File: src/include/cdprs_pkg.sv
// Package: register map, reset values, codes and state records of the power/reset/sync control
package cdprs_pkg;
   localparam int unsigned NUM_PECL = 4;
   localparam int unsigned NUM_LVDS = 4;

   // Register offsets on the serial configuration port
   localparam logic [12:0] OFS_PORT_CFG  = 13'h0000;
   localparam logic [12:0] OFS_PLL_PD    = 13'h000A;
   localparam logic [12:0] OFS_PECL_PD0  = 13'h003C;
   localparam logic [12:0] OFS_LVDS_PD0  = 13'h0040;
   localparam logic [12:0] OFS_FUNC_SYNC = 13'h0058;
   localparam logic [12:0] OFS_UPDATE    = 13'h005A;

   // Field positions
   localparam int unsigned BIT_BIDIR     = 7;
   localparam int unsigned BIT_SOFT_RST  = 5;
   localparam int unsigned LSB_PLL_PD    = 0;
   localparam int unsigned LSB_FPIN_MODE = 5;
   localparam int unsigned BIT_DIST_PD   = 3;
   localparam int unsigned BIT_SOFT_SYNC = 2;
   localparam int unsigned BIT_WIN_SEL   = 1;
   localparam int unsigned BIT_MCS_EN    = 0;
   localparam int unsigned BIT_UPDATE    = 0;
   localparam int unsigned LSB_PECL_MODE = 0;
   localparam int unsigned BIT_LVDS_PD   = 0;

   // Field codes
   localparam logic [1:0] FPIN_RESET   = 2'h0;
   localparam logic [1:0] FPIN_SYNC    = 2'h1;
   localparam logic [1:0] FPIN_SLEEP   = 2'h2;
   localparam logic [1:0] PLL_PD_ASYNC = 2'h1;
   localparam logic [1:0] PLL_PD_SYNC  = 2'h3;
   localparam logic [1:0] PECL_SAFE    = 2'h2;

   // Values after reset
   localparam logic [7:0] RST_PORT_CFG  = 8'h00;
   localparam logic [7:0] RST_PLL_PD    = 8'h00;
   localparam logic [7:0] RST_FUNC_SYNC = 8'h00;
   localparam logic [7:0] RST_PECL_PD   = 8'h00;
   localparam logic [7:0] RST_LVDS_PD   = 8'h00;

   // Slow-edge coincidence tolerance, whole fast clock cycles
   localparam logic [1:0] TOL_WIDE   = 2'h1;
   localparam logic [1:0] TOL_NARROW = 2'h0;

   // Serial frame bit counter values at the last bit
   localparam logic [3:0] INSTR_LAST = 4'hF;
   localparam logic [3:0] BYTE_LAST  = 4'h7;

   typedef enum logic [1:0] {SP_INSTR = 2'b00, SP_DATA = 2'b01} cdprs_sp_e;
   typedef enum logic [1:0] {PS_RUN = 2'b00, PS_SLEEP = 2'b01, PS_HRST = 2'b11} cdprs_ps_e;

   typedef struct packed {
      logic        en;
      logic [12:0] addr;
      logic [7:0]  data;
   } cdprs_wr_s;

   typedef struct packed {
      logic [7:0]                port_cfg;
      logic [7:0]                pll_pd;
      logic [7:0]                func_sync;
      logic [NUM_PECL-1:0][7:0]  pecl_pd;
      logic [NUM_LVDS-1:0][7:0]  lvds_pd;
   } cdprs_cfg_s;

   localparam cdprs_cfg_s CFG_DEFAULT = '{port_cfg: RST_PORT_CFG, pll_pd: RST_PLL_PD,
                                          func_sync: RST_FUNC_SYNC,
                                          pecl_pd: {NUM_PECL{RST_PECL_PD}},
                                          lvds_pd: {NUM_LVDS{RST_LVDS_PD}}};

   typedef struct packed {
      logic                      pll_pd;
      logic                      dist_pd;
      logic                      clocks_off;
      logic                      dividers_off;
      logic                      sync_hold;
      logic [NUM_LVDS-1:0]       lvds_off;
      logic [NUM_PECL-1:0][1:0]  pecl_mode;
   } cdprs_pwr_s;

   typedef struct packed {
      cdprs_sp_e   st;
      logic        sclk_d;
      logic [3:0]  bits;
      logic [15:0] sh;
      logic        rd;
      logic        stream;
      logic [1:0]  left;
      logic [12:0] addr;
      logic [7:0]  tx;
      logic        sdo;
      logic        sdo_oe;
      logic        sdio_oe;
      cdprs_wr_s   wr;
   } cdprs_sp_s;

   localparam cdprs_sp_s SP_RESET = '{st: SP_INSTR, default: '0};

   typedef struct packed {
      cdprs_ps_e   ps;
      cdprs_cfg_s  shadow;
      cdprs_cfg_s  active;
      logic        pll_pd_st;
      logic        pll_pend;
      logic        ref_d;
      logic        fb_d;
      logic        ref_wait;
      logic        fb_wait;
      logic [1:0]  ref_age;
      logic [1:0]  fb_age;
      logic        oos;
      cdprs_pwr_s  pwr;
      logic        status;
      logic        status_oe;
   } cdprs_top_s;

   localparam cdprs_top_s TOP_RESET = '{ps: PS_RUN, shadow: CFG_DEFAULT, active: CFG_DEFAULT,
                                        pwr: '0, default: '0};
endpackage

File: src/cdprs_serial_port.sv
// Serial configuration port slave: 16-bit instruction, 1-3 bytes or streaming writes (a read with length code 11 takes 4 bytes), MSB first
`timescale 1ns/10ps
`default_nettype none
module cdprs_serial_port (
   // Clock and reset
   input  wire logic                 clock,
   input  wire logic                 rst,
   // Serial pins, sampled on the system clock
   input  wire logic                 sclk,
   input  wire logic                 csb_n,
   input  wire logic                 sdio_in,
   input  wire logic                 bidir_mode,
   // Register access
   output var  cdprs_pkg::cdprs_wr_s wr,
   output logic [12:0]               rd_addr,
   input  wire logic [7:0]           rd_data,
   // Read-back drive
   output logic                      sdo_out,
   output logic                      sdo_oe,
   output logic                      sdio_out,
   output logic                      sdio_oe
);
   import cdprs_pkg::*;

   cdprs_sp_s s_r;
   cdprs_sp_s s_nxt;
   logic      rise;
   logic      fall;

   assign rise = sclk & ~s_r.sclk_d;
   assign fall = ~sclk & s_r.sclk_d;

   // Shift engine; a stall with CSB high on a byte boundary simply waits
   always_comb begin
      s_nxt        = s_r;
      s_nxt.wr.en  = 1'b0;
      s_nxt.sclk_d = sclk;
      if (csb_n) begin
         s_nxt.sdo_oe  = 1'b0;
         s_nxt.sdio_oe = 1'b0;
         // Raising CSB mid-byte aborts the cycle and drops the partial byte
         if (s_r.bits != 4'h0) begin
            s_nxt.st   = SP_INSTR;
            s_nxt.bits = 4'h0;
         end
      end else if (rise) begin
         s_nxt.sh   = {s_r.sh[14:0], sdio_in};
         s_nxt.bits = s_r.bits + 4'h1;
         unique case (s_r.st)
            SP_INSTR: begin
               if (s_r.bits == INSTR_LAST) begin
                  s_nxt.bits   = 4'h0;
                  s_nxt.st     = SP_DATA;
                  s_nxt.rd     = s_r.sh[14];
                  s_nxt.left   = s_r.sh[13:12];
                  s_nxt.stream = (&s_r.sh[13:12]) & ~s_r.sh[14];
                  s_nxt.addr   = {s_r.sh[11:0], sdio_in};
               end
            end
            SP_DATA: begin
               if (s_r.bits == BYTE_LAST) begin
                  s_nxt.bits = 4'h0;
                  if (!s_r.rd) begin
                     s_nxt.wr = '{en: 1'b1, addr: s_r.addr, data: {s_r.sh[6:0], sdio_in}};
                  end
                  // MSB-first streaming walks the address downward
                  s_nxt.addr = s_r.addr - 13'h0001;
                  if (!s_r.stream) begin
                     if (s_r.left == 2'h0) begin
                        s_nxt.st      = SP_INSTR;
                        s_nxt.sdo_oe  = 1'b0;
                        s_nxt.sdio_oe = 1'b0;
                     end else begin
                        s_nxt.left = s_r.left - 2'h1;
                     end
                  end
               end
            end
         endcase
      end else if (fall && s_r.st == SP_DATA && s_r.rd) begin
         // Read data changes on the falling edge, fresh byte fetched at byte start
         s_nxt.sdo     = (s_r.bits == 4'h0) ? rd_data[7] : s_r.tx[7];
         s_nxt.tx      = (s_r.bits == 4'h0) ? {rd_data[6:0], 1'b0} : {s_r.tx[6:0], 1'b0};
         s_nxt.sdo_oe  = ~bidir_mode;
         s_nxt.sdio_oe = bidir_mode;
      end
   end

   // State register
   always_ff @(posedge clock or posedge rst) begin
      if (rst) begin
         s_r <= SP_RESET;
      end else begin
         s_r <= s_nxt;
      end
   end

   assign wr       = s_r.wr;
   assign rd_addr  = s_r.addr;
   assign sdo_out  = s_r.sdo;
   assign sdio_out = s_r.sdo;
   assign sdo_oe   = s_r.sdo_oe;
   assign sdio_oe  = s_r.sdio_oe;
endmodule
`default_nettype wire

File: src/cdprs_top.sv
// Power-down, reset and output sync control of an eight-output clock distribution device
// Notes on behaviour
// - Sleep-pin mode: pin low holds chip asleep
// - Wake keeps registers, including writes while asleep
// - Sleep stops PLL, clocks, dividers; PECL safe
// - PLL field: 00,10 normal; 01 async; 11 sync
// - Async PLL power-down acts on update
// - Sync PLL power-down waits next charge-pump event
// - Distribution power-down bit removes distribution bias
// - PECL modes 00 normal, 10 protected, 11 not
// - Each output has its own power-down
// - Power-on loads every register default
// - Function mode 00: pin low hard resets
// - Soft reset restores defaults except its register
// - Soft-reset bit stays until host clears it
// - Function mode 01: pin low holds sync state
// - Soft sync bit is inverted sync input
// - Multichip enable drives sync flag on status
// - Window bit picks slow-edge coincidence tolerance
// - Writes shadowed; self-clearing update bit applies them, except port config, which acts at once
`timescale 1ns/10ps
`default_nettype none
module cdprs_top (
   // Clock and reset
   input  wire logic               clock,
   input  wire logic               rst,
   // Multi-purpose pin and PLL event
   input  wire logic               func_pin,
   input  wire logic               cp_event,
   // Slow clocks for multichip coincidence check
   input  wire logic               slow_ref,
   input  wire logic               slow_fb,
   // Serial configuration port
   input  wire logic               sclk,
   input  wire logic               csb_n,
   input  wire logic               sdio_in,
   output logic                    sdio_out,
   output logic                    sdio_oe,
   output logic                    sdo_out,
   output logic                    sdo_oe,
   // Power and sync controls toward the analog section
   output var  cdprs_pkg::cdprs_pwr_s pwr,
   // Status pin
   output logic                    status_out,
   output logic                    status_oe
);
   import cdprs_pkg::*;

   cdprs_top_s s_r;
   cdprs_top_s s_nxt;
   cdprs_wr_s  wr;
   logic [12:0] rd_addr;
   logic [7:0]  rd_data;
   logic        sleep_c;
   logic        hrst_c;
   logic [NUM_LVDS-1:0]      lvds_off_c;
   logic [NUM_PECL-1:0][1:0] pecl_mode_c;
   logic [1:0]  fmode;
   logic        soft_rst;
   logic        mcs_en;
   logic        upd;
   logic        ref_rise;
   logic        fb_rise;
   logic [1:0]  tol;

   // Writes only ever touch the shadow copy
   function automatic cdprs_cfg_s shadow_write(input cdprs_cfg_s c, input cdprs_wr_s w);
      cdprs_cfg_s r;
      r = c;
      if (w.addr == OFS_PORT_CFG) begin
         r.port_cfg = w.data;
      end else if (w.addr == OFS_PLL_PD) begin
         r.pll_pd = w.data;
      end else if (w.addr == OFS_FUNC_SYNC) begin
         r.func_sync = w.data;
      end else if (w.addr[12:2] == OFS_PECL_PD0[12:2]) begin
         r.pecl_pd[w.addr[1:0]] = w.data;
      end else if (w.addr[12:2] == OFS_LVDS_PD0[12:2]) begin
         r.lvds_pd[w.addr[1:0]] = w.data;
      end
      return r;
   endfunction

   // Read-back shows the shadow, not the active copy; unmapped and update read zero
   function automatic logic [7:0] shadow_read(input cdprs_cfg_s c, input logic [12:0] a);
      logic [7:0] d;
      d = 8'h00;
      if (a == OFS_PORT_CFG) begin
         d = c.port_cfg;
      end else if (a == OFS_PLL_PD) begin
         d = c.pll_pd;
      end else if (a == OFS_FUNC_SYNC) begin
         d = c.func_sync;
      end else if (a[12:2] == OFS_PECL_PD0[12:2]) begin
         d = c.pecl_pd[a[1:0]];
      end else if (a[12:2] == OFS_LVDS_PD0[12:2]) begin
         d = c.lvds_pd[a[1:0]];
      end
      return d;
   endfunction

   // Port stays live in every state, so writes during sleep land too
   cdprs_serial_port u_port (
      .clock      (clock),
      .rst        (rst),
      .sclk       (sclk),
      .csb_n      (csb_n),
      .sdio_in    (sdio_in),
      .bidir_mode (s_r.shadow.port_cfg[BIT_BIDIR]),
      .wr         (wr),
      .rd_addr    (rd_addr),
      .rd_data    (rd_data),
      .sdo_out    (sdo_out),
      .sdo_oe     (sdo_oe),
      .sdio_out   (sdio_out),
      .sdio_oe    (sdio_oe)
   );

   assign rd_data  = shadow_read(s_r.shadow, rd_addr);
   assign fmode    = s_r.active.func_sync[LSB_FPIN_MODE +: 2];
   assign soft_rst = s_r.shadow.port_cfg[BIT_SOFT_RST];
   assign mcs_en   = s_r.active.func_sync[BIT_MCS_EN];
   assign upd      = wr.en && (wr.addr == OFS_UPDATE) && wr.data[BIT_UPDATE];
   assign ref_rise = slow_ref & ~s_r.ref_d;
   assign fb_rise  = slow_fb & ~s_r.fb_d;
   // Narrow window only accepts edges in the same fast clock cycle
   assign tol = s_r.active.func_sync[BIT_WIN_SEL] ? TOL_NARROW : TOL_WIDE;

   // Decode of the power state
   always_comb begin
      sleep_c = 1'b0;
      hrst_c  = 1'b0;
      unique case (s_r.ps)
         PS_RUN:   begin
            sleep_c = 1'b0;
         end
         PS_SLEEP: begin
            sleep_c = 1'b1;
         end
         PS_HRST:  begin
            hrst_c = 1'b1;
         end
         default:  begin
            hrst_c = 1'b1;
         end
      endcase
   end

   // Per-output power-down; PECL drops to safe-off bias while asleep
   for (genvar i = 0; i < NUM_PECL; i++) begin : g_pecl
      assign pecl_mode_c[i] = sleep_c ? PECL_SAFE :
                              s_r.active.pecl_pd[i][LSB_PECL_MODE +: 2];
   end
   for (genvar i = 0; i < NUM_LVDS; i++) begin : g_lvds
      // Load type plays no part: the bit alone turns the driver off
      assign lvds_off_c[i] = sleep_c | hrst_c | s_r.active.lvds_pd[i][BIT_LVDS_PD];
   end

   // Next-state logic: shadow, update, PLL gating, resets, power state, detector
   always_comb begin
      logic [7:0] keep_port;
      keep_port = s_r.shadow.port_cfg;
      s_nxt = s_r;
      if (wr.en) begin
         s_nxt.shadow = shadow_write(s_r.shadow, wr);
      end
      if (upd) begin
         s_nxt.active = s_r.shadow;
         case (s_r.shadow.pll_pd[LSB_PLL_PD +: 2])
            PLL_PD_ASYNC: begin
               s_nxt.pll_pd_st = 1'b1;
               s_nxt.pll_pend  = 1'b0;
            end
            PLL_PD_SYNC: begin
               s_nxt.pll_pend = ~s_r.pll_pd_st;
            end
            default: begin
               s_nxt.pll_pd_st = 1'b0;
               s_nxt.pll_pend  = 1'b0;
            end
         endcase
      end else if (s_r.pll_pend && cp_event) begin
         // Gated by the pump so the loop never sees a frequency jump
         s_nxt.pll_pd_st = 1'b1;
         s_nxt.pll_pend  = 1'b0;
      end
      // Soft reset holds defaults for as long as the host leaves the bit set
      if (soft_rst) begin
         keep_port              = s_nxt.shadow.port_cfg;
         s_nxt.shadow           = CFG_DEFAULT;
         s_nxt.shadow.port_cfg  = keep_port;
         s_nxt.active           = CFG_DEFAULT;
         s_nxt.active.port_cfg  = s_r.active.port_cfg;
         s_nxt.pll_pd_st        = 1'b0;
         s_nxt.pll_pend         = 1'b0;
      end
      // Hard reset wins over everything, including a write in the same cycle
      if (fmode == FPIN_RESET && !func_pin) begin
         s_nxt.ps        = PS_HRST;
         s_nxt.shadow    = CFG_DEFAULT;
         s_nxt.active    = CFG_DEFAULT;
         s_nxt.pll_pd_st = 1'b0;
         s_nxt.pll_pend  = 1'b0;
      end else if (fmode == FPIN_SLEEP && !func_pin) begin
         s_nxt.ps = PS_SLEEP;
      end else begin
         s_nxt.ps = PS_RUN;
      end
      // Slow-edge coincidence detector; off while asleep with the sync circuits
      s_nxt.ref_d = slow_ref;
      s_nxt.fb_d  = slow_fb;
      if (!mcs_en || sleep_c) begin
         s_nxt.ref_wait = 1'b0;
         s_nxt.fb_wait  = 1'b0;
         s_nxt.oos      = 1'b0;
      end else if (ref_rise && fb_rise) begin
         s_nxt.ref_wait = 1'b0;
         s_nxt.fb_wait  = 1'b0;
         s_nxt.oos      = 1'b0;
      end else if (ref_rise) begin
         if (s_r.fb_wait) begin
            s_nxt.fb_wait = 1'b0;
            s_nxt.oos     = (s_r.fb_age >= tol);
         end else begin
            s_nxt.ref_wait = 1'b1;
            s_nxt.ref_age  = 2'h0;
         end
      end else if (fb_rise) begin
         if (s_r.ref_wait) begin
            s_nxt.ref_wait = 1'b0;
            s_nxt.oos      = (s_r.ref_age >= tol);
         end else begin
            s_nxt.fb_wait = 1'b1;
            s_nxt.fb_age  = 2'h0;
         end
      end else begin
         if (s_r.ref_wait) begin
            if (s_r.ref_age >= tol) begin
               s_nxt.ref_wait = 1'b0;
               s_nxt.oos      = 1'b1;
            end else begin
               s_nxt.ref_age = s_r.ref_age + 2'h1;
            end
         end
         if (s_r.fb_wait) begin
            if (s_r.fb_age >= tol) begin
               s_nxt.fb_wait = 1'b0;
               s_nxt.oos     = 1'b1;
            end else begin
               s_nxt.fb_age = s_r.fb_age + 2'h1;
            end
         end
      end
      // Registered outputs, built from the present state except status, which takes the next oos
      s_nxt.pwr.pll_pd       = sleep_c | s_r.pll_pd_st;
      s_nxt.pwr.dist_pd      = s_r.active.func_sync[BIT_DIST_PD];
      s_nxt.pwr.clocks_off   = sleep_c | hrst_c;
      s_nxt.pwr.dividers_off = sleep_c | hrst_c;
      s_nxt.pwr.sync_hold    = ~sleep_c & ((fmode == FPIN_SYNC && !func_pin)
                               | s_r.active.func_sync[BIT_SOFT_SYNC]
                               | soft_rst);
      s_nxt.pwr.lvds_off     = lvds_off_c;
      s_nxt.pwr.pecl_mode    = pecl_mode_c;
      s_nxt.status           = mcs_en & ~sleep_c & s_nxt.oos;
      s_nxt.status_oe        = mcs_en;
   end

   // State register; reset loads every default
   always_ff @(posedge clock or posedge rst) begin
      if (rst) begin
         s_r <= TOP_RESET;
      end else begin
         s_r <= s_nxt;
      end
   end

   assign pwr        = s_r.pwr;
   assign status_out = s_r.status;
   assign status_oe  = s_r.status_oe;
endmodule
`default_nettype wire

File: config.mk
export PLATFORM = sky130hd
export DESIGN_NAME = cdprs_top
export DESIGN_NICKNAME = d
export VERILOG_FILES = /design/src/include/cdprs_pkg.sv /design/src/cdprs_serial_port.sv /design/src/cdprs_top.sv
export SDC_FILE = /design/constraint.sdc
export NUM_CORES = 1
export LEC_CHECK = 0
export BUFFER_PORTS_ARGS = -buffer_cell sky130_fd_sc_hd__buf_4
export CAP_MARGIN = 20
export CORE_MARGIN = 2
export CORE_UTILIZATION = 60
export DETAILED_ROUTE_END_ITERATION = 12
export PLACE_DENSITY_LB_ADDON = 0.12
export SETUP_SLACK_MARGIN = 0.15
export SLEW_MARGIN = 15
export SYNTH_ARGS = -nofsm -noshare
export SYNTH_HDL_FRONTEND = slang
export SYNTH_SLANG_ARGS = --single-unit
File: constraint.sdc
create_clock -name clock -period 11.5 [get_ports clock]
set_clock_uncertainty 0.2 [all_clocks]
set_input_delay 1.15 -clock clock [delete_from_list [all_inputs] [get_ports clock]]
set_output_delay 1.15 -clock clock [all_outputs]
set_load 0.05 [all_outputs]
==> results.sh, run 1 <==
export IMPL_p_sw_mw=0.3602
export IMPL_layout_drive_gt1_share_pct=13.63
export IMPL_synth_cell_type_count=65
export IMPL_row_count=46
export IMPL_synthToLayoutAreaGrowth_pct=9.876
export IMPL_route_detailed_drc=0
export IMPL_drt_vias_per_instance=6.044
export IMPL_post_layout_nonfiller_instances=1170
export IMPL_powerDensity_mw_per_mm2=147.5
export IMPL_count_of_flip_flops_with_a_built_in_enable_after_synthesis=0
export IMPL_cp_end_kind="flip-flop"
export IMPL_detailed_place_area_mm2=0.009971
export IMPL_first_pass_grt_wire_length_mm=37.47
export IMPL_gr_total_overflow=0
export IMPL_power_leakage_nw=5.152
export IMPL_setup_tns_ps=0
export IMPL_hold_path_depth=0
export IMPL_floorplan_initialDensity_pct=61.51
export IMPL_arrival_ps=3420
export IMPL_critical_path_depth_in_cells=4
export IMPL_design_power_total_mw=1.589
export IMPL_mean_instance_size_in_the_synthesized_netlist_um2=10.28
export IMPL_longest_individual_stage_delay_on_the_worst_path_ps=830
export IMPL_r2r_depth=4
export IMPL_clock_sinks=206
export IMPL_hold_path_class="flip-flop to flip-flop"
export IMPL_final_cell_mix="sky130_fd_sc_hd__dfrtp_1, sky130_fd_sc_hd__nand2_1, sky130_fd_sc_hd__nor2_1"
export IMPL_cp_start_kind="flip-flop"
export IMPL_route_antenna_remaining_nets=0
export IMPL_slowest_stage="sky130_fd_sc_hd__nor3b_2"
export IMPL_synth_warning_count=0
export IMPL_place_gp_congestion=0.8261
export IMPL_fin_crit_ps=3223
export IMPL_io_buffer_count=31
export IMPL_fmaxAchievable_mhz=310.3
export IMPL_fp_dieArea_mm2=0.01738
export IMPL_timing_final_setup_violations=0
export IMPL_setup_slack_ps=8277
export IMPL_max_slew_margin_rel_pct=27.74
export IMPL_postCtsHoldBufs=0
export IMPL_cts_max_path_buffers=3
export IMPL_globalRouteTotalUtil_pct=26.54
export IMPL_finish_utilization_pct=67.58
export IMPL_status="complete, no violations"
export IMPL_dp_worst_setup_slack_ps=8078
export IMPL_cts_root_buffer="sky130_fd_sc_hd__clkbuf_16"
export IMPL_final_period_utilization_pct=28.02
export IMPL_antenna_found_initial=0
export IMPL_critPathMaxFanout=19
export IMPL_synth_seq_cells=206
export IMPL_layout_cell_area_non_filler_mm2=0.01077
export IMPL_route_detailed_wl_per_inst_um=19.14
export IMPL_cts_repair_resized=0
export IMPL_p_int_mw=1.229
export IMPL_cts_setup_buffers=0
export IMPL_hold_viol_final=0
export IMPL_drt_first_pass_iters=5
export IMPL_syn_cell_area_mm2=0.009806
export IMPL_io_pins=32
export IMPL_worst_r2r_setup_slack_ps=8280
export IMPL_synthesis_nets=971
export IMPL_first_global_vias=7181
export IMPL_layout_cells_most_common="sky130_fd_sc_hd__dfrtp_1"
export IMPL_grt_max_degree=124
export IMPL_core_area_mm2=0.01594
export IMPL_max_cap_violations=0
export IMPL_async_flop_share_pct=100.0
export IMPL_cts_tree="built"
export IMPL_cts_reportedPaths_clkPinSlew_ps=60
export IMPL_synth_sequential_area_ratio_pct=52.57
export IMPL_worst_pin_slew_ps=1080
export IMPL_wirelength_mm=22.39
export IMPL_dr_total_vias=7071
export IMPL_clock_buffer_count_from_cts=22
export IMPL_drt_iter0_markers=685
export IMPL_clock_network_fraction_of_design_power_pct=47.5
export IMPL_die_w_um=131.8
export IMPL_finalHoldWorstSlack_ps=179.0
export IMPL_cts_htree_levels=1
export IMPL_worst_setup_path_type="flip-flop to flip-flop"
export IMPL_rsz0062_at_grt="no"
export IMPL_detailedPlacementHpwl_mm=14.54
export IMPL_insertedDiodeCount=0
export IMPL_place_detailed_instances=1130
export IMPL_required_worst_endpoint_ps=11690
export IMPL_number_of_instances_in_the_synthesized_netlist=954
export IMPL_netSwitchingFraction_pct=22.66
export IMPL_path_cells="inv_1 -> nor3b_2 -> nand4_1 -> o31ai_1"
export IMPL_insertion_delay_ps=510
export IMPL_path_delay_family="simple AND/OR/NAND/NOR gates"
export IMPL_seq_power_share_pct=47.5
export IMPL_postSynth_topFlopCell="sky130_fd_sc_hd__dfrtp_1"
export IMPL_worst_ir_drop_vdd_mv=0.1264
export IMPL_nets=956
export IMPL_crit_buf_inv=1
export IMPL_part_of_the_power_in_combinational_logic_pct=5.0
export IMPL_die_h_um=131.8
export IMPL_finalMaxSlewViolations=0
[worst paths after layout]
path                                       end           start
max in group asynchronous             s_r[163]             rst
worst min-delay path                   pwr[15]       s_nxt[17]
min in group asynchronous       u_port.s_r[66]             rst
worst min register to register         pwr[15]       s_nxt[17]
worst max-delay path            u_port.s_r[28]  u_port.s_r[71]
worst max register to register  u_port.s_r[28]  u_port.s_r[71]
[area by class of cell]
type	count	area (um2)
multi-input combinational	645	4155
sequential	206	5155
clock inverter	12	165.2
timing repair buffer	40	320.3
inverter	24	97.59
tap	216	270.3
fill	1258	5169
clock buffer	27	610.6
[flip-flops by register name, summed over array words and instances, names as in the netlist]
name             cells
u_port.sdio_out      1
u_port.rd_addr      13
u_port.s_r          32
mcs_en               1
u_port.wr           22
fmode                2
s_r                115
u_port.sdo_oe        1
u_port.sdio_oe       1
pwr                 16
status_oe            1
s_nxt                1
[power by group through the flow]
stage          Sequential [mW]  Combinational, mW  Clock [mW]
3_3_place_gp             0.767             0.0754           0
4_1_cts                  0.755             0.0785       0.765
2_1_floorplan            0.762             0.0627           0
5_1_grt                  0.757             0.0907       0.794
3_5_place_dp             0.768             0.0778           0
6_report                 0.755             0.0787       0.755
[cells in the mapped netlist, drive strengths merged, types with 4 or more instances]
library cell  instances  area [um2]
a211oi                6       45.04
a21o                  8       60.06
a21oi                54       270.3
a221oi                4       35.03
a31oi                 6       37.54
a32oi                 5       43.79
and2                  6       37.54
and3                  9       56.30
buf                  40       265.3
clkbuf               39       146.4
dfrtp               206        5155
ha                    8       100.1
inv                  24       90.09
mux2                 18       236.5
mux2i                73       730.7
mux4                 16       360.4
nand2               164       615.6
nand2b               13       83.83
nand3                23       115.1
nor2                105       396.6
nor2b                 8       57.55
nor3                  8       67.56
nor3b                 6       55.05
nor4                  8       56.30
o21ai                31       155.2
o22ai                 4       25.02
o31ai                13       97.59
or3                   5       31.28
[cell families (layout without fill, tap and decap cells)]
family,count (synthesis),count (layout),share of synthesized area (%)
flops,206,206,52.57
mux,107,107,13.54
fa+ha+maj,8,8,1.021
buf+inv,103,103,5.117
compound gates,146,146,9.200
simple gates,382,382,18.37
xor+xnor,2,2,0.1787
[worst register-to-register path, delay by kind of cell, from the launching register on]
family,cells,cell delay (ps)
flip-flops,1,770
AND/OR/NAND/NOR,2,1340
AO/OA/AOI/OAI,1,420
buffers and inverters,1,380
[layer usage]
metal	track usage [%]	wire length (um)
met1	38.61	10010
met2	41.94	10700
met3	4.498	1231
met4	7.065	444
met5	0	0
Power figures use the tool's default switching activity.
==> inputs of run 2 (changes only) <==
--- a/config.mk
+++ b/config.mk
@@ -5,6 +5,7 @@
 export SDC_FILE = /design/constraint.sdc
 export NUM_CORES = 1
 export LEC_CHECK = 0
+export ABC_AREA = 1
 export BUFFER_PORTS_ARGS = -buffer_cell sky130_fd_sc_hd__buf_4
 export CAP_MARGIN = 20
 export CORE_MARGIN = 2
==> constraint.sdc (replaced) <==
create_clock -name clock -period 3.4 [get_ports clock]
set_clock_uncertainty 0.2 [all_clocks]
set_input_delay 0.34 -clock clock [delete_from_list [all_inputs] [get_ports clock]]
set_output_delay 0.34 -clock clock [all_outputs]
set_load 0.05 [all_outputs]
==> results.sh, run 2 <==
export IMPL_nets=1284
export IMPL_layout_cell_area_non_filler_mm2=0.01131
export IMPL_fmaxAchievable_mhz=416.4
export IMPL_cts_htree_levels=1
export IMPL_synth_sequential_area_ratio_pct=50.75
export IMPL_async_flop_share_pct=100.0
export IMPL_clock_buffer_count_from_cts=23
export IMPL_globalRouteTotalUtil_pct=27.78
export IMPL_mean_instance_size_in_the_synthesized_netlist_um2=8.139
export IMPL_layout_cells_most_common="sky130_fd_sc_hd__nand2_1"
export IMPL_number_of_instances_in_the_synthesized_netlist=1248
export IMPL_insertion_delay_ps=520
export IMPL_max_cap_violations=0
export IMPL_regToRegEndpoint="s_r[164]"
export IMPL_drt_first_pass_iters=6
export IMPL_status="complete, no violations"
export IMPL_place_gp_congestion=0.9449
export IMPL_postSynth_topFlopCell="sky130_fd_sc_hd__dfrtp_1"
export IMPL_detailed_place_area_mm2=0.01047
export IMPL_cp_start_kind="input pin"
export IMPL_worst_setup_path_type="input pin to flip-flop"
export IMPL_worst_r2r_setup_slack_ps=1050
export IMPL_dr_total_vias=8199
export IMPL_layout_drive_gt1_share_pct=12.40
export IMPL_timing_hold_worst_endpoint="u_port.wr[0]"
export IMPL_floorplan_initialDensity_pct=61.25
export IMPL_r2r_depth=8
export IMPL_final_cell_mix="sky130_fd_sc_hd__nand2_1, sky130_fd_sc_hd__dfrtp_1, sky130_fd_sc_hd__inv_1"
export IMPL_synthTopCellsByCount="sky130_fd_sc_hd__nand2_1, sky130_fd_sc_hd__dfrtp_1, sky130_fd_sc_hd__inv_1"
export IMPL_worst_pin_slew_ps=999.3
export IMPL_timing_final_setup_violations=0
export IMPL_cp_end_kind="flip-flop"
export IMPL_arrival_ps=2620
export IMPL_count_of_flip_flops_with_a_built_in_enable_after_synthesis=0
export IMPL_powerDensity_mw_per_mm2=492.6
export IMPL_nFillCells=1390
export IMPL_largest_register_ffs=115
export IMPL_final_period_utilization_pct=70.64
export IMPL_io_pins=32
export IMPL_netlist_area_leader_share_pct=50.75
export IMPL_drt_vias_per_instance=5.459
export IMPL_required_worst_endpoint_ps=3620
export IMPL_worst_ir_drop_vdd_mv=0.4298
export IMPL_first_pass_grt_wire_length_mm=39.74
export IMPL_fp_dieArea_mm2=0.01799
export IMPL_cts_max_path_buffers=3
export IMPL_synthToLayoutAreaGrowth_pct=11.38
export IMPL_antenna_found_initial=0
export IMPL_route_detailed_wl_per_inst_um=16.14
export IMPL_top_register="s_r"
export IMPL_io_buffer_count=31
export IMPL_gr_total_overflow=0
export IMPL_yosys_cell_count_top_type="sky130_fd_sc_hd__nand2_1"
export IMPL_drt_iter0_markers=750
export IMPL_first_global_vias=7747
export IMPL_syn_cell_area_mm2=0.01016
export IMPL_route_antenna_remaining_nets=0
export IMPL_insertedDiodeCount=0
export IMPL_max_slew_margin_rel_pct=33.24
export IMPL_synth_seq_cells=206
export IMPL_min_delay_start="sdio_in"
export IMPL_grt_max_degree=46
export IMPL_hold_path_depth=3
export IMPL_route_detailed_drc=0
export IMPL_cts_root_buffer="sky130_fd_sc_hd__clkbuf_16"
export IMPL_synthesis_nets=1265
export IMPL_hold_viol_final=0
export IMPL_clock_sinks=206
export IMPL_die_h_um=134.1
export IMPL_cts_tree="built"
export IMPL_synth_cell_type_count=48
export IMPL_power_leakage_nw=5.408
export IMPL_reg2reg_from="fmode[1]"
export IMPL_rsz0062_at_grt="no"
export IMPL_wirelength_mm=24.25
export IMPL_row_count=47
export IMPL_ys_top_cells_by_area="sky130_fd_sc_hd__dfrtp_1, sky130_fd_sc_hd__nand2_1, sky130_fd_sc_hd__inv_1, sky130_fd_sc_hd__o21ai_0, sky130_fd_sc_hd__nand3_1"
export IMPL_finalMaxSlewViolations=0
export IMPL_setup_tns_ps=0
export IMPL_synth_warning_count=0
export IMPL_die_w_um=134.1
export IMPL_fin_crit_ps=2402
export IMPL_detailedPlacementHpwl_mm=16.62
export IMPL_core_area_mm2=0.01658
export IMPL_hold_path_class="input pin to flip-flop"
export IMPL_netlist_top_cell_by_area="sky130_fd_sc_hd__dfrtp_1"
export IMPL_critPathMaxFanout=10
export IMPL_cts_reportedPaths_clkPinSlew_ps=60
run 2: changes by cell type after synthesis, sizes merged, moves of 13 or more:
cell	delta
a21oi	-18
clkbuf	-25
inv	+157
mux2	-18
mux2i	-73
mux4	-16
nand2	+183
nand2b	-13
nand3	+57
nor2	-20
o21ai	+128
o22ai	+26
run 2: cell type report:
class | count | area [um2] | area share (%)
inverter | 183 | 693.2 | 6.127
timing repair buffer | 52 | 457.9 | 4.048
multi-input combinational | 801 | 3956 | 34.97
clock inverter | 6 | 108.9 | 0.9622
tap | 220 | 275.3 | 2.433
clock buffer | 34 | 666.9 | 5.895
sequential | 206 | 5155 | 45.56
run 2: where the power goes:
group | internal, mW | leakage (nW) | total (mW) | switching [mW]
sequential | 2.53 | 2.72 | 2.59 | 0.0565
clock | 1.58 | 0.381 | 2.55 | 0.975
combinational | 0.124 | 2.30 | 0.432 | 0.308
total | 4.23 | 5.41 | 5.57 | 1.34
run 2: worst max path at each step:
stage                 startpoint             end  slack, ps  cells past startpoint
2_1_floorplan                rst        fmode[0]        190                      1
4_1_cts                 func_pin        s_r[156]       1010                     10
3_5_place_dp            func_pin        s_r[172]       1060                      9
6_report                func_pin        s_r[164]       1000                     10
3_3_place_gp   u_port.rd_addr[8]  u_port.s_r[31]       1120                      8
5_1_grt                 func_pin        s_r[171]        850                     10
run 2: cells by family after synthesis:
logic type	after synthesis	synth area share (%)
AOI/OAI and AO/OA	249	14.66
xor gates and xnor gates	3	0.2587
adders and majority gates	8	0.9855
buffers and inverters	241	10.30
DFF	206	50.75
and+or+nand+nor	541	23.05
run 2: stage by stage:
stage / std cells / hold slack, ps / setup slack (ps) / total power [mW] / utilization (%)
final: 1502 / 21.86 / 998.4 / 5.574 / 68.22
after global routing: 1502 / 33.02 / 853.7 / 5.762 / 68.22
after CTS: 1502 / 19.35 / 1013 / 5.594 / 68.22
after detailed placement: 1455 / 184.5 / 1059 / 3.055 / 63.12
after global placement: 1455 / 169.3 / 1117 / 3.047 / 63.12
after floorplan: 1248 / 154.0 / 187.7 / 2.934 / -
run 2: critical path: stages:
cell and delay, ps:
sky130_fd_sc_hd__dlygate4sd3_1 530, sky130_fd_sc_hd__buf_4 110, sky130_fd_sc_hd__nor2_1 50, sky130_fd_sc_hd__nand2_1 150, sky130_fd_sc_hd__inv_1 120, sky130_fd_sc_hd__nor2_4 290
sky130_fd_sc_hd__inv_2 180, sky130_fd_sc_hd__nor2_1 490, sky130_fd_sc_hd__nand2_1 170, sky130_fd_sc_hd__o21ai_0 200
run 2: routing by layer:
layer	global-route usage [%]	vias up	part of all wire (%)
met2	44.19	272	46
met4	9.532	0	3.5
met3	4.195	59	6.2
met1	39.44	3847	44
li1	-	4021	-
met5	0	-	0
run 2: repair_timing:
action                    4_1_cts  5_1_grt
buffers inserted                0        0
gates resized for setup         0        0
hold endpoints to repair       42        0
hold buffers                    7        0
